===== config.mk =====
export PLATFORM = sky130hd
export DESIGN_NAME = lfc_ctrl
export DESIGN_NICKNAME = d
export VERILOG_FILES = /design/src/hdl/lfc_pkg.sv /design/src/hdl/lfc_ctrl.sv /design/src/hdl/lfc_sync.sv /design/src/hdl/lfc_ahb.sv
export SDC_FILE = /design/constraint.sdc
export NUM_CORES = 1
export LEC_CHECK = 0
export ABC_AREA = 1
export BUFFER_PORTS_ARGS = -buffer_cell sky130_fd_sc_hd__buf_2
export CAP_MARGIN = 25
export CORE_ASPECT_RATIO = 1.4
export CORE_MARGIN = 1.5
export CORE_UTILIZATION = 53
export CTS_CLUSTER_DIAMETER = 80
export DETAILED_ROUTE_END_ITERATION = 12
export GPL_ROUTABILITY_DRIVEN = 0
export PLACE_DENSITY = 0.89
export SLEW_MARGIN = 20
export SYNTH_ARGS = -nofsm -noshare
export SYNTH_HDL_FRONTEND = slang
export SYNTH_SLANG_ARGS = --single-unit

===== constraint.sdc =====
create_clock -name hclk -period 2.1 [get_ports hclk]
set_clock_uncertainty 0.2 [all_clocks]
set_input_delay 0.21 -clock hclk [delete_from_list [all_inputs] [get_ports hclk]]
set_output_delay 0.21 -clock hclk [all_outputs]
set_load 0.01 [all_outputs]

===== src/hdl/lfc_pkg.sv =====
// Constants, register map and carrier types of the buffer-chip controller.
// Assumes a 20 MHz hclk; all pin timing below is counted in hclk cycles.
package lfc_pkg;
    localparam int CLK_PERIOD_NS = 50;
    localparam int SYNC_STAGES = 2;
    localparam int WORD_W = 9;
    localparam int CNT_W = 8;
    localparam int ADDR_W = 8;
    localparam int INT_W = 4;
    localparam int CTRL_W = 4;

    // Pin timing of the slowest speed grade, in ns
    localparam int T_MR_NS = 400;
    localparam int T_CSL_NS = 600;
    localparam int T_CSH_NS = 600;
    localparam int T_CY_NS = 1540;
    localparam int T_DIR_NS = 1500;
    localparam int T_DV_NS = 550;
    localparam int T_DH_NS = 150;
    localparam int T_FV_NS = 550;

    // Least times, rounded up to whole cycles
    localparam int MR_CYC = (T_MR_NS + CLK_PERIOD_NS - 1) / CLK_PERIOD_NS;
    localparam int CSL_CYC = (T_CSL_NS + CLK_PERIOD_NS - 1) / CLK_PERIOD_NS;
    localparam int CSH_CYC = (T_CSH_NS + CLK_PERIOD_NS - 1) / CLK_PERIOD_NS;
    localparam int CY_CYC = (T_CY_NS + CLK_PERIOD_NS - 1) / CLK_PERIOD_NS;
    localparam int DIR_CYC = (T_DIR_NS + CLK_PERIOD_NS - 1) / CLK_PERIOD_NS;
    localparam int DV_CYC = (T_DV_NS + CLK_PERIOD_NS - 1) / CLK_PERIOD_NS;
    localparam int DH_CYC = (T_DH_NS + CLK_PERIOD_NS - 1) / CLK_PERIOD_NS;
    localparam int FV_CYC = (T_FV_NS + CLK_PERIOD_NS - 1) / CLK_PERIOD_NS;

    // Select low long enough for read data to cross the synchroniser
    localparam int LOW_CYC = (CSL_CYC > DV_CYC + SYNC_STAGES) ? CSL_CYC : DV_CYC + SYNC_STAGES;
    localparam int REC_A = (CSH_CYC > FV_CYC + SYNC_STAGES) ? CSH_CYC : FV_CYC + SYNC_STAGES;
    localparam int REC_CYC = (REC_A > CY_CYC - LOW_CYC) ? REC_A : CY_CYC - LOW_CYC;

    typedef logic [CNT_W-1:0] lfc_cnt_t;
    localparam lfc_cnt_t MR_LD = lfc_cnt_t'(MR_CYC - 1);
    localparam lfc_cnt_t DIR_LD = lfc_cnt_t'(DIR_CYC - 1);
    localparam lfc_cnt_t LOW_LD = lfc_cnt_t'(LOW_CYC - 1);
    localparam lfc_cnt_t REC_LD = lfc_cnt_t'(REC_CYC - 1);
    localparam lfc_cnt_t HOLD_END = lfc_cnt_t'(REC_CYC - DH_CYC);
    localparam lfc_cnt_t CNT_ZERO = 8'h00;

    // Register byte offsets
    localparam logic [ADDR_W-1:0] OFS_CTRL = 8'h00;
    localparam logic [ADDR_W-1:0] OFS_CMD = 8'h04;
    localparam logic [ADDR_W-1:0] OFS_STATUS = 8'h08;
    localparam logic [ADDR_W-1:0] OFS_RDATA = 8'h0c;
    localparam logic [ADDR_W-1:0] OFS_INT_STAT = 8'h10;
    localparam logic [ADDR_W-1:0] OFS_INT_MASK = 8'h14;

    // Field positions
    localparam int CTRL_LIFO = 0;
    localparam int CTRL_DEPTH = 1;
    localparam int CTRL_PORT_B = 2;
    localparam int CTRL_A_TO_B = 3;
    localparam int CMD_WR = 16;
    localparam int CMD_RD = 17;
    localparam int CMD_CLR = 18;
    localparam int ST_BUSY = 0;
    localparam int ST_EMPTY = 1;
    localparam int ST_FULL = 2;
    localparam int INT_DONE = 0;
    localparam int INT_EMPTY = 1;
    localparam int INT_FULL = 2;
    localparam int INT_REFUSED = 3;

    // Reset values
    localparam logic [CTRL_W-1:0] CTRL_RST = 4'h8;
    localparam logic [INT_W-1:0] MASK_RST = 4'h0;

    typedef logic [WORD_W-1:0] lfc_word_t;

    typedef enum logic [2:0] {S_IDLE, S_CLEAR, S_DIR, S_LOW, S_REC} lfc_state_t;

    typedef struct packed {
        logic direction;
        logic port_a_select_n;
        logic port_b_select_n;
        logic master_clear;
        logic depth_132;
        lfc_word_t port_a_lines_o;
        logic port_a_lines_oe;
        lfc_word_t port_b_lines_o;
        logic port_b_lines_oe;
    } lfc_pins_o_t;

    typedef struct packed {
        lfc_word_t port_a_lines_i;
        lfc_word_t port_b_lines_i;
        logic empty;
        logic full;
    } lfc_pins_i_t;

    typedef struct packed {
        logic wr;
        logic [ADDR_W-1:0] addr;
        logic [31:0] wdata;
        logic [ADDR_W-1:0] raddr;
    } lfc_regbus_t;

    typedef struct packed {
        lfc_state_t st;
        lfc_cnt_t cnt;
        logic [CTRL_W-1:0] ctrl;
        logic [INT_W-1:0] mask;
        logic [INT_W-1:0] istat;
        logic op_wr;
        logic op_rd;
        logic use_b;
        lfc_word_t rdata;
        logic empty_q;
        logic full_q;
        lfc_pins_o_t pins;
    } lfc_ctrl_st_t;
endpackage : lfc_pkg


===== src/hdl/lfc_ctrl.sv =====
// Host controller for a 9-bit dual-port queue/stack buffer chip.
// Assumes the chip's pins are wired directly; software drives it over AHB-Lite.
`timescale 1ns/1ps
module lfc_ctrl (
    // Clock, reset, enable
    input wire logic hclk,
    input wire logic hresetn,
    input wire logic ce,
    // AHB-Lite slave
    input wire logic hsel,
    input wire logic [31:0] haddr,
    input wire logic [1:0] htrans,
    input wire logic hwrite,
    input wire logic [2:0] hsize,
    input wire logic [31:0] hwdata,
    input wire logic hready,
    output logic hreadyout,
    output logic hresp,
    output logic [31:0] hrdata,
    // Buffer chip pins
    input wire lfc_pkg::lfc_pins_i_t pins_i,
    output lfc_pkg::lfc_pins_o_t pins_o,
    // Interrupt
    output logic irq
);
    import lfc_pkg::*;

    lfc_ctrl_st_t s_r;
    lfc_ctrl_st_t s_nxt;
    lfc_regbus_t rb;
    lfc_pins_i_t ps;
    logic [31:0] rd_data;
    logic busy;

    lfc_ahb u_ahb (
        .hclk(hclk),
        .hresetn(hresetn),
        .ce(ce),
        .hsel(hsel),
        .haddr(haddr),
        .htrans(htrans),
        .hwrite(hwrite),
        .hsize(hsize),
        .hwdata(hwdata),
        .hready(hready),
        .hreadyout(hreadyout),
        .hresp(hresp),
        .hrdata(hrdata),
        .rb(rb),
        .rd_data(rd_data)
    );

    // Every chip input is asynchronous to hclk
    lfc_sync #(
        .W($bits(lfc_pins_i_t))
    ) u_sync (
        .hclk(hclk),
        .hresetn(hresetn),
        .ce(ce),
        .d(pins_i),
        .q(ps)
    );

    // Any state but idle owns the pins; CTRL and CMD defer to it
    assign busy = (s_r.st != S_IDLE);

    always_comb
    begin
        rd_data = 32'h0000_0000;
        case (rb.raddr)
            OFS_CTRL:
                rd_data[CTRL_W-1:0] = s_r.ctrl;
            OFS_CMD:
                rd_data = 32'h0000_0000;
            OFS_STATUS:
            begin
                rd_data[ST_BUSY] = busy;
                rd_data[ST_EMPTY] = ps.empty;
                rd_data[ST_FULL] = ps.full;
            end
            OFS_RDATA:
                rd_data[WORD_W-1:0] = s_r.rdata;
            OFS_INT_STAT:
                rd_data[INT_W-1:0] = s_r.istat;
            OFS_INT_MASK:
                rd_data[INT_W-1:0] = s_r.mask;
            default:
                rd_data = 32'h0000_0000;
        endcase
    end

    logic [INT_W-1:0] ev;
    logic [INT_W-1:0] w1c;
    logic go_wr;
    logic go_rd;
    logic new_dir;
    logic a_to_b;
    logic lifo;

    always_comb
    begin
        s_nxt = s_r;
        ev = '0;
        w1c = '0;
        go_wr = 1'b0;
        go_rd = 1'b0;
        new_dir = 1'b0;
        lifo = s_r.ctrl[CTRL_LIFO];
        a_to_b = s_r.ctrl[CTRL_A_TO_B];

        // Rising flag edges become interrupt events
        // Synced copies only; raw pins may glitch mid-access
        s_nxt.empty_q = ps.empty;
        s_nxt.full_q = ps.full;
        ev[INT_EMPTY] = ps.empty && !s_r.empty_q;
        ev[INT_FULL] = ps.full && !s_r.full_q;

        if (rb.wr)
        begin
            case (rb.addr)
                OFS_CTRL:
                begin
                    // Mode change mid-access would glitch the pins
                    if (!busy)
                        s_nxt.ctrl = rb.wdata[CTRL_W-1:0];
                end
                OFS_INT_MASK:
                    s_nxt.mask = rb.wdata[INT_W-1:0];
                OFS_INT_STAT:
                    w1c = rb.wdata[INT_W-1:0];
                OFS_CMD:
                begin
                    if (busy)
                        ev[INT_REFUSED] = 1'b1;
                    else if (rb.wdata[CMD_CLR])
                    begin
                        s_nxt.st = S_CLEAR;
                        s_nxt.cnt = MR_LD;
                        s_nxt.pins.master_clear = 1'b1;
                    end
                    else if (rb.wdata[CMD_WR])
                    begin
                        if (ps.full)
                            ev[INT_REFUSED] = 1'b1;
                        else
                            go_wr = 1'b1;
                    end
                    else if (rb.wdata[CMD_RD])
                    begin
                        if (ps.empty)
                            ev[INT_REFUSED] = 1'b1;
                        else
                            go_rd = 1'b1;
                    end
                end
                default:
                    ev = ev;
            endcase
        end

        if (go_wr || go_rd)
        begin
            s_nxt.op_wr = go_wr;
            s_nxt.op_rd = go_rd;
            s_nxt.pins.port_a_lines_o = rb.wdata[WORD_W-1:0];
            s_nxt.pins.port_b_lines_o = rb.wdata[WORD_W-1:0];
            if (lifo)
            begin
                s_nxt.use_b = s_r.ctrl[CTRL_PORT_B];
                // Port B reads with direction high, so its stack sense is inverted
                if (s_r.ctrl[CTRL_PORT_B])
                    new_dir = !go_wr;
                else
                    new_dir = go_wr;
            end
            else
            begin
                new_dir = a_to_b;
                // Queue loads on the writing side and removes on the other
                if (go_wr)
                    s_nxt.use_b = !a_to_b;
                else
                    s_nxt.use_b = a_to_b;
            end
            s_nxt.pins.direction = new_dir;
            s_nxt.st = S_DIR;
            // Direction needs its setup time only when it actually moves
            s_nxt.cnt = (new_dir != s_r.pins.direction) ? DIR_LD : CNT_ZERO;
        end

        case (s_r.st)
            S_IDLE:
            begin
                // Counter is loaded by the command decode above
                s_nxt.cnt = s_nxt.cnt;
            end
            S_CLEAR:
            begin
                if (s_r.cnt == CNT_ZERO)
                begin
                    s_nxt.pins.master_clear = 1'b0;
                    s_nxt.st = S_REC;
                    s_nxt.cnt = REC_LD;
                    s_nxt.op_wr = 1'b0;
                    s_nxt.op_rd = 1'b0;
                end
                else
                    s_nxt.cnt = s_r.cnt - 8'h01;
            end
            S_DIR:
            begin
                if (s_r.cnt == CNT_ZERO)
                begin
                    s_nxt.st = S_LOW;
                    s_nxt.cnt = LOW_LD;
                    s_nxt.pins.port_a_select_n = s_r.use_b;
                    s_nxt.pins.port_b_select_n = !s_r.use_b;
                    // Data is on the lines well before the rising select edge
                    s_nxt.pins.port_a_lines_oe = s_r.op_wr && !s_r.use_b;
                    s_nxt.pins.port_b_lines_oe = s_r.op_wr && s_r.use_b;
                end
                else
                    s_nxt.cnt = s_r.cnt - 8'h01;
            end
            S_LOW:
            begin
                if (s_r.cnt == CNT_ZERO)
                begin
                    s_nxt.pins.port_a_select_n = 1'b1;
                    s_nxt.pins.port_b_select_n = 1'b1;
                    // Sampled last, while the select is still low
                    if (s_r.op_rd && s_r.use_b)
                        s_nxt.rdata = ps.port_b_lines_i;
                    else if (s_r.op_rd)
                        s_nxt.rdata = ps.port_a_lines_i;
                    s_nxt.st = S_REC;
                    s_nxt.cnt = REC_LD;
                end
                else
                    s_nxt.cnt = s_r.cnt - 8'h01;
            end
            S_REC:
            begin
                // Hold write data past the rising edge, then float
                if (s_r.cnt == HOLD_END)
                begin
                    s_nxt.pins.port_a_lines_oe = 1'b0;
                    s_nxt.pins.port_b_lines_oe = 1'b0;
                end
                // Wait covers cycle time and flag settling before a new access
                if (s_r.cnt == CNT_ZERO)
                begin
                    s_nxt.st = S_IDLE;
                    ev[INT_DONE] = 1'b1;
                end
                else
                    s_nxt.cnt = s_r.cnt - 8'h01;
            end
            default:
            begin
                s_nxt.st = S_IDLE;
                s_nxt.cnt = CNT_ZERO;
            end
        endcase

        s_nxt.pins.depth_132 = s_nxt.ctrl[CTRL_DEPTH];
        // A new event wins over a simultaneous clear
        s_nxt.istat = (s_r.istat & ~w1c) | ev;
    end

    always_ff @(posedge hclk or negedge hresetn)
    begin
        if (!hresetn)
        begin
            s_r <= '0;
            s_r.ctrl <= CTRL_RST;
            s_r.mask <= MASK_RST;
            s_r.pins.direction <= CTRL_RST[CTRL_A_TO_B];
            s_r.pins.port_a_select_n <= 1'b1;
            s_r.pins.port_b_select_n <= 1'b1;
            s_r.pins.depth_132 <= CTRL_RST[CTRL_DEPTH];
        end
        else if (ce)
            s_r <= s_nxt;
    end

    assign pins_o = s_r.pins;
    // Level output; software removes the cause by a W1C write
    assign irq = |(s_r.istat & s_r.mask);
endmodule : lfc_ctrl


===== src/hdl/lfc_sync.sv =====
// Two-stage synchroniser for a bus of independent levels.
// Assumes each bit is a slow level; words are sampled only once stable.
`timescale 1ns/1ps
module lfc_sync #(
    parameter int W = 1
) (
    // Clock, reset, enable
    input wire logic hclk,
    input wire logic hresetn,
    input wire logic ce,
    // Levels
    input wire logic [W-1:0] d,
    output logic [W-1:0] q
);
    import lfc_pkg::*;

    typedef struct packed {
        logic [W-1:0] s1;
        logic [W-1:0] s2;
    } lfc_sync_st_t;

    lfc_sync_st_t s_r;
    lfc_sync_st_t s_nxt;

    always_comb
    begin
        s_nxt.s1 = d;
        s_nxt.s2 = s_r.s1;
    end

    always_ff @(posedge hclk or negedge hresetn)
    begin
        if (!hresetn)
            s_r <= '0;
        else if (ce)
            s_r <= s_nxt;
    end

    assign q = s_r.s2;
endmodule : lfc_sync


===== src/hdl/lfc_ahb.sv =====
// AHB-Lite slave front end: zero wait states, OKAY only.
// Assumes single word transfers; read data is registered in the address phase.
`timescale 1ns/1ps
module lfc_ahb (
    // Clock, reset, enable
    input wire logic hclk,
    input wire logic hresetn,
    input wire logic ce,
    // AHB-Lite slave
    input wire logic hsel,
    input wire logic [31:0] haddr,
    input wire logic [1:0] htrans,
    input wire logic hwrite,
    input wire logic [2:0] hsize,
    input wire logic [31:0] hwdata,
    input wire logic hready,
    output logic hreadyout,
    output logic hresp,
    output logic [31:0] hrdata,
    // Register side
    output lfc_pkg::lfc_regbus_t rb,
    input wire logic [31:0] rd_data
);
    import lfc_pkg::*;

    typedef struct packed {
        logic wpend;
        logic [ADDR_W-1:0] waddr;
        logic [31:0] rdata;
    } lfc_ahb_st_t;

    lfc_ahb_st_t s_r;
    lfc_ahb_st_t s_nxt;
    logic take;

    // Only whole-word transfers are issued, so hsize is not decoded
    assign take = hsel && htrans[1] && hready;

    always_comb
    begin
        s_nxt = s_r;
        s_nxt.wpend = take && hwrite;
        if (take)
            s_nxt.waddr = haddr[ADDR_W-1:0];
        if (take && !hwrite)
            s_nxt.rdata = rd_data;
    end

    always_ff @(posedge hclk or negedge hresetn)
    begin
        if (!hresetn)
            s_r <= '0;
        else if (ce)
            s_r <= s_nxt;
    end

    always_comb
    begin
        rb.wr = s_r.wpend && ce;
        rb.addr = s_r.waddr;
        rb.wdata = hwdata;
        rb.raddr = haddr[ADDR_W-1:0];
    end

    assign hreadyout = 1'b1;
    assign hresp = 1'b0;
    assign hrdata = s_r.rdata;
endmodule : lfc_ahb


Word-level counts from Yosys, hierarchy flattened
Index checks and enable logic that the tools add are counted.
{"block": "totals", "regBits": 110, "in_bits": 95, "out_inout_bits": 60, "elab_cells": 150}
{"block": "classes", "add_sub_neg": 1, "eq_ne": 16, "n_mux": 69, "bitwise_logic": 5, "reduce_logical": 35}
{"operator": "$mux 11", "count": 4}
{"operator": "$mux 1", "count": 36}
{"operator": "$eq 8x5->1 const B", "count": 4}
{"operator": "$pmux 8 s4", "count": 1}
{"operator": "$eq 8x4->1 const B", "count": 3}
{"operator": "$logic_not 8->1", "count": 3}
{"operator": "$mux 4", "count": 6}
{"operator": "$mux 8", "count": 3}
{"operator": "$mux 19", "count": 1}
{"operator": "$mux 9", "count": 2}
{"operator": "$reduce_and 4->1", "count": 4}
{"operator": "$pmux 3 s5", "count": 1}
{"operator": "$mux 3", "count": 4}
{"operator": "$pmux 3 s4", "count": 1}
{"operator": "$logic_and 1x1->1", "count": 10}
{"operator": "$mux 5", "count": 2}
{"operator": "$and 4x4->4", "count": 2}
{"operator": "$eq 8x3->1 const B", "count": 1}
{"operator": "$mux 2", "count": 4}
{"operator": "$sub 8x1->8 const B", "count": 1}
{"operator": "$eq 3x2->1 const B", "count": 2}
{"operator": "$logic_not 1->1", "count": 6}
{"operator": "$ne 2x2->1 const B", "count": 3}
{"operator": "$reduce_and 2->1", "count": 3}
{"operator": "16 further kinds", "count": 19}

Depth between registers and ports, before layout
{"block": "logic_depth", "depth_word": 15, "depth_mapped": 13, "ltp_nobuf": 13}

By module
A second synthesis with hierarchy kept.
{"block": "unflattened", "hier_cells": 859, "area_unflattened_um2": 7141.8}
{"mod": "lfc_ctrl", "instances": 1, "cells_each": 424, "area_each_um2": 3284.4, "seq_area_each_um2": 1306.3}
{"mod": "lfc_ahb", "instances": 1, "cells_each": 265, "area_each_um2": 2313.5, "seq_area_each_um2": 1026.0}
{"mod": "lfc_sync", "instances": 1, "cells_each": 170, "area_each_um2": 1544.0, "seq_area_each_um2": 1001.0}

Worst setup path after synthesis
No wires, ideal clock.
{"block": "synth_path", "kind": "register -> register", "from": "register s_r[51] in the netlist's numbering", "to": "register s_r[55] in the netlist's numbering", "setup_ns": 0.117, "arrival_time_ns": 1.466, "t_required_ns": 1.783, "setup_slack_ns": 0.317, "path_stages_with_launch": 12, "path_buffers": 0, "period_less_slack_ns": 1.783, "path_cell_list": "dfrtp_1 -> inv_1 -> ha_1 -> nand2_1 -> nor2_4 -> inv_2 -> a21oi_2 -> o21ai_0 -> o21ai_0 -> nand2_1 -> nand2_1 -> nand2_1"}
{"block": "synth_via", "elab_chain_cells": 3, "word_cells_on_any_way": 6, "cone_classes": "1 x add/sub; 4 x mux; 1 x reduce/logical"}
{"item": "start: declaration", "line_no": "lfc_ctrl.sv:28", "rtl": "lfc_ctrl_st_t s_r;"}
{"item": "start signal: assignment", "line_no": "lfc_ctrl.sv:284", "rtl": "s_r <= s_nxt;"}
{"item": "$sub 8x1->8 or $logic_not 8->1 (tied branches)"}
{"item": "$mux 8 (on tied branches)"}
{"item": "$pmux 8 s4 *", "line_no": "lfc_ctrl.sv:191", "rtl": "case (s_r.st)"}
Mark *: on every way between the ends. The rest lies on a longest branch, timed or not.
A chain may end at the register's enable or synchronous reset.

Worst setup path after layout
{"block": "layout_path", "from": "register s_r[52] in the netlist's numbering", "to": "register s_r[37] in the netlist's numbering"}
{"block": "layout_via", "elab_chain_cells": 3}
{"item": "$logic_not 8->1", "line_no": "lfc_ctrl.sv:199", "rtl": "if (s_r.cnt == CNT_ZERO)"}
{"item": "$mux 2", "line_no": "lfc_ctrl.sv:199"}
{"item": "$mux 2", "line_no": "lfc_ctrl.sv:191"}
Every way passes these cells.

==> results.txt <==
Status - finished with violations
Failing checks - setup timing
Hold Crit Class - in -> reg
Pin count of the biggest net entering global routing - 56
CP endpoint - s_r[37]
CP bufs+invs - 1
Asr flop ratio synth - 100.0%
Pwr Density - 856.0 nW/um^2
Synth Warn # - 0
Final min period - 2112 ps
Achievable Freq - 473.5 MHz
Clock-pin slew on the worst setup and hold paths - 70 ps
Die width - 90.10 um
Ant. Diodes - 0
Detail Placement HPWL - 8.572 mm
Critical-path maximum fanout - 6
Crit path cell chain - inv_1 -> ha_1 -> nand2_1 -> nor2_4 -> nand2_1 -> nor4_1 -> nand3b_1 -> nand2_1
Tcrit/Tclk final - 100.6%
PortBufs - 81
Vias in the first global route - 4504
Final Slew Violations - 0
Ratio of cells with drive above 1 in the final layout - 19.12%
Clk network pwr share - 27.8%
Post-Synthesis Cells - 698
P_leak - 3.457 nW
Row count - 44
CP max stage delay - 440 ps
Initial antenna violation count - 0
First-pass GRT wire length - 20.76 mm
Final Hold Viols - 0
Final setup viols - 1
Detailed-route via count - 4815
CTS Buf Count - 9
Metal3 WL - 559 um
Flop pwr share - 45.0%
Remaining antenna violation count - 0
Reg2reg start - s_r[52]
Worst hold slack - 7.414 ps
Latest clock arrival within the worst-skew pair - 350 ps
Critical path's slowest cell - nor4_1
Maximum vdd drop - 0.5537 mV
Avg WL per Cell - 13.58 um
Via-per-instance ratio - 5.161
Sw power - 1.888 mW
Cell Area, Synth - 5629 um^2
Die area - 11260 um^2
Top Ports - 155
Initial Utilization - 54.39%
Root buffer cell - clkbuf_16
M1 wire length - 4.902 mm
Combinational Power Share - 27.2%
CP dominant cell by count - nand2_1
DR DRC count - 0
CP arrival - 2150 ps
Worst R2R Setup Slack - -10 ps
Max Cap Viol - 0
Setup tns final - -11.78 ps
Kind of critical path - reg -> reg
FF+latch count, synth - 110
Nets - 890
Switching part of the total - 33.36%
Final WS setup - -11.78 ps
Clock buffer depth - 2
CTS tree - done
Worst Reg2Reg Path Length in Cells - 8
Cell variety after synth - 43
GRT Overall Usage - 22.84%
Startpoint types - flip-flop
Levels on crit path - 8
Routed Wire Length - 12.67 mm
GR Overflow Total - 0
Sequential area share after synthesis - 48.99%
Top delay family on crit path - simple AND/OR/NAND/NOR gates
Post-Syn Area per Cell - 8.065 um^2
Number of flops mapped to enable cells by yosys - 0
Sink Count - 110
Critical Path Source - s_r[52]
H-tree Lvls - 3
Top_reg_cell synth - dfrtp_1
CP Capture Type - flip-flop
Int Power - 3.772 mW
Die H - 124.9 um
Slew headroom - 60.41%
DR pass1 iterations - 7
First DRT Iteration DRCs - 437
Core Region - 10350 um^2
Worst Tran Pin Value - 592.4 ps
R2r endpoint - s_r[37]
Final core utilization - 63.89%
Top layer in use - met4
CP required - 2140 ps
Layout overhead on the synthesized area - 17.47%
Metal2 WL - 6.602 mm
[worst reg2reg max path, cell delays in order (launching register included)]
cell and delay (ps):
dfrtp_1 410, inv_1 110, ha_1 160, nand2_1 80, nor2_4 220, nand2_1 140
nor4_1 440, nand3b_1 190, nand2_1 50
[repair_timing]
action                                  in CTS  in global routing
resized for setup                            0                 12
buffers inserted                             0                  3
hold buffers                                38                  0
endpoints found under the setup margin       0                 21
hold endpoints to repair                   148                  0
[final cells by class]
cell class / count / area (um^2)
fill: 878 / 3737
tap: 138 / 172.7
inverter: 64 / 242.7
clock buffer: 9 / 225.2
sequential: 110 / 2759
timing repair buffer: 138 / 955.9
clock inverter: 5 / 43.79
multi-input combinational: 469 / 2213
[stage by stage]
stage	setup slack [ps]	cell area [um^2]	power (mW)	cells
final	-11.78	6613	5.660	933
after global routing	-93.93	6613	5.968	933
after CTS	40.10	6543	5.591	930
after detailed placement	70.92	5893	3.965	878
after global placement	132.4	5893	3.919	878
after floorplan	317.5	5715	3.613	721
[kinds of logic after synthesis]
logic type | Yosys count | share of synthesized area (%)
simple gates | 321 | 24.47
buf+inv | 142 | 14.00
compound gates | 115 | 10.94
flops | 110 | 48.99
xor+xnor | 4 | 0.6225
fa+ha+maj | 3 | 0.6669
other cells | 2 | 0.1334
mux | 1 | 0.1778
[how the worst min path moves through the flow]
stage	cells after the start	end	from	slack [ps]
2_1_floorplan	0	lifo	hresetn	-290
3_3_place_gp	1	pins_o[7]	hresetn	-60
3_5_place_dp	1	pins_o[7]	hresetn	-70
4_1_cts	3	u_ahb.rb[42]	haddr[2]	7
5_1_grt	3	u_ahb.rb[42]	haddr[2]	10
6_report	3	u_ahb.rb[42]	haddr[2]	7
[sequential cells by signal (all words and copies together), names as in the netlist]
signal,flops
u_ahb.hrdata,9
u_sync.s_nxt,20
u_sync.q,20
u_ahb.rb,8
a_to_b,1
s_r,35
lifo,1
u_ahb.s_r,1
pins_o,15
[cells in the final DEF, fill, tap and decap left out, types with 2 or more instances in the layout]
cell type / instances
a21oi_1: 11
nand2_2: 5
inv_2: 3
nand2_1: 242
nor4_1: 2
xor2_1: 2
o31ai_1: 3
inv_1: 59
o211ai_1: 3
nor2_2: 6
buf_2: 80
buf_4: 18
dfrtp_1: 105
buf_12: 2
nand4_1: 7
clkbuf_16: 9
dlygate4sd3_1: 38
nand3b_1: 2
o2111ai_1: 2
dfstp_2: 4
nor2_1: 17
nand4_4: 2
conb_1: 25
nand3_2: 5
nand3_1: 12
nor3_1: 11
ha_1: 3
nor2_4: 6
clkinvlp_4: 2
o21ai_1: 9
o22ai_1: 2
o21ai_0: 81
xnor2_1: 2
[power by group through the flow]
stage / Combinational (mW) / Sequential, mW / Clock, mW
2_1_floorplan: 1.08 / 2.53 / 0
3_3_place_gp: 1.36 / 2.56 / 0
3_5_place_dp: 1.40 / 2.57 / 0
4_1_cts: 1.46 / 2.53 / 1.60
5_1_grt: 1.72 / 2.57 / 1.67
6_report: 1.54 / 2.55 / 1.57
[cells in the mapped netlist, types with 3 or more instances]
cell,number,area (um^2)
ha_1,3,37.54
nor2_1,21,78.83
dfstp_2,4,105.1
clkbuf_1,10,37.54
o31ai_1,3,22.52
o211ai_1,3,22.52
nand3_1,15,75.07
a21oi_1,11,55.05
inv_1,59,221.5
nor2_2,3,18.77
o21ai_0,81,405.4
nand4_1,7,43.79
nor3_1,11,55.05
o21ai_1,9,45.04
dfrtp_1,106,2653
inv_2,4,15.01
nor2_4,5,56.30
nand2_1,242,908.4
nand2_2,6,37.54
buf_6,3,33.78
buf_4,61,457.9
[per-layer routing]
| layer | up-vias | GRT usage (%) |
|---|---|---|
| li1 | 2326 | - |
| met3 | 49 | 2.676 |
| met4 | 0 | 12.89 |
| met1 | 2251 | 26.34 |
| met5 | - | 0 |
| met2 | 189 | 40.82 |
Power figures use the tool's default switching activity.
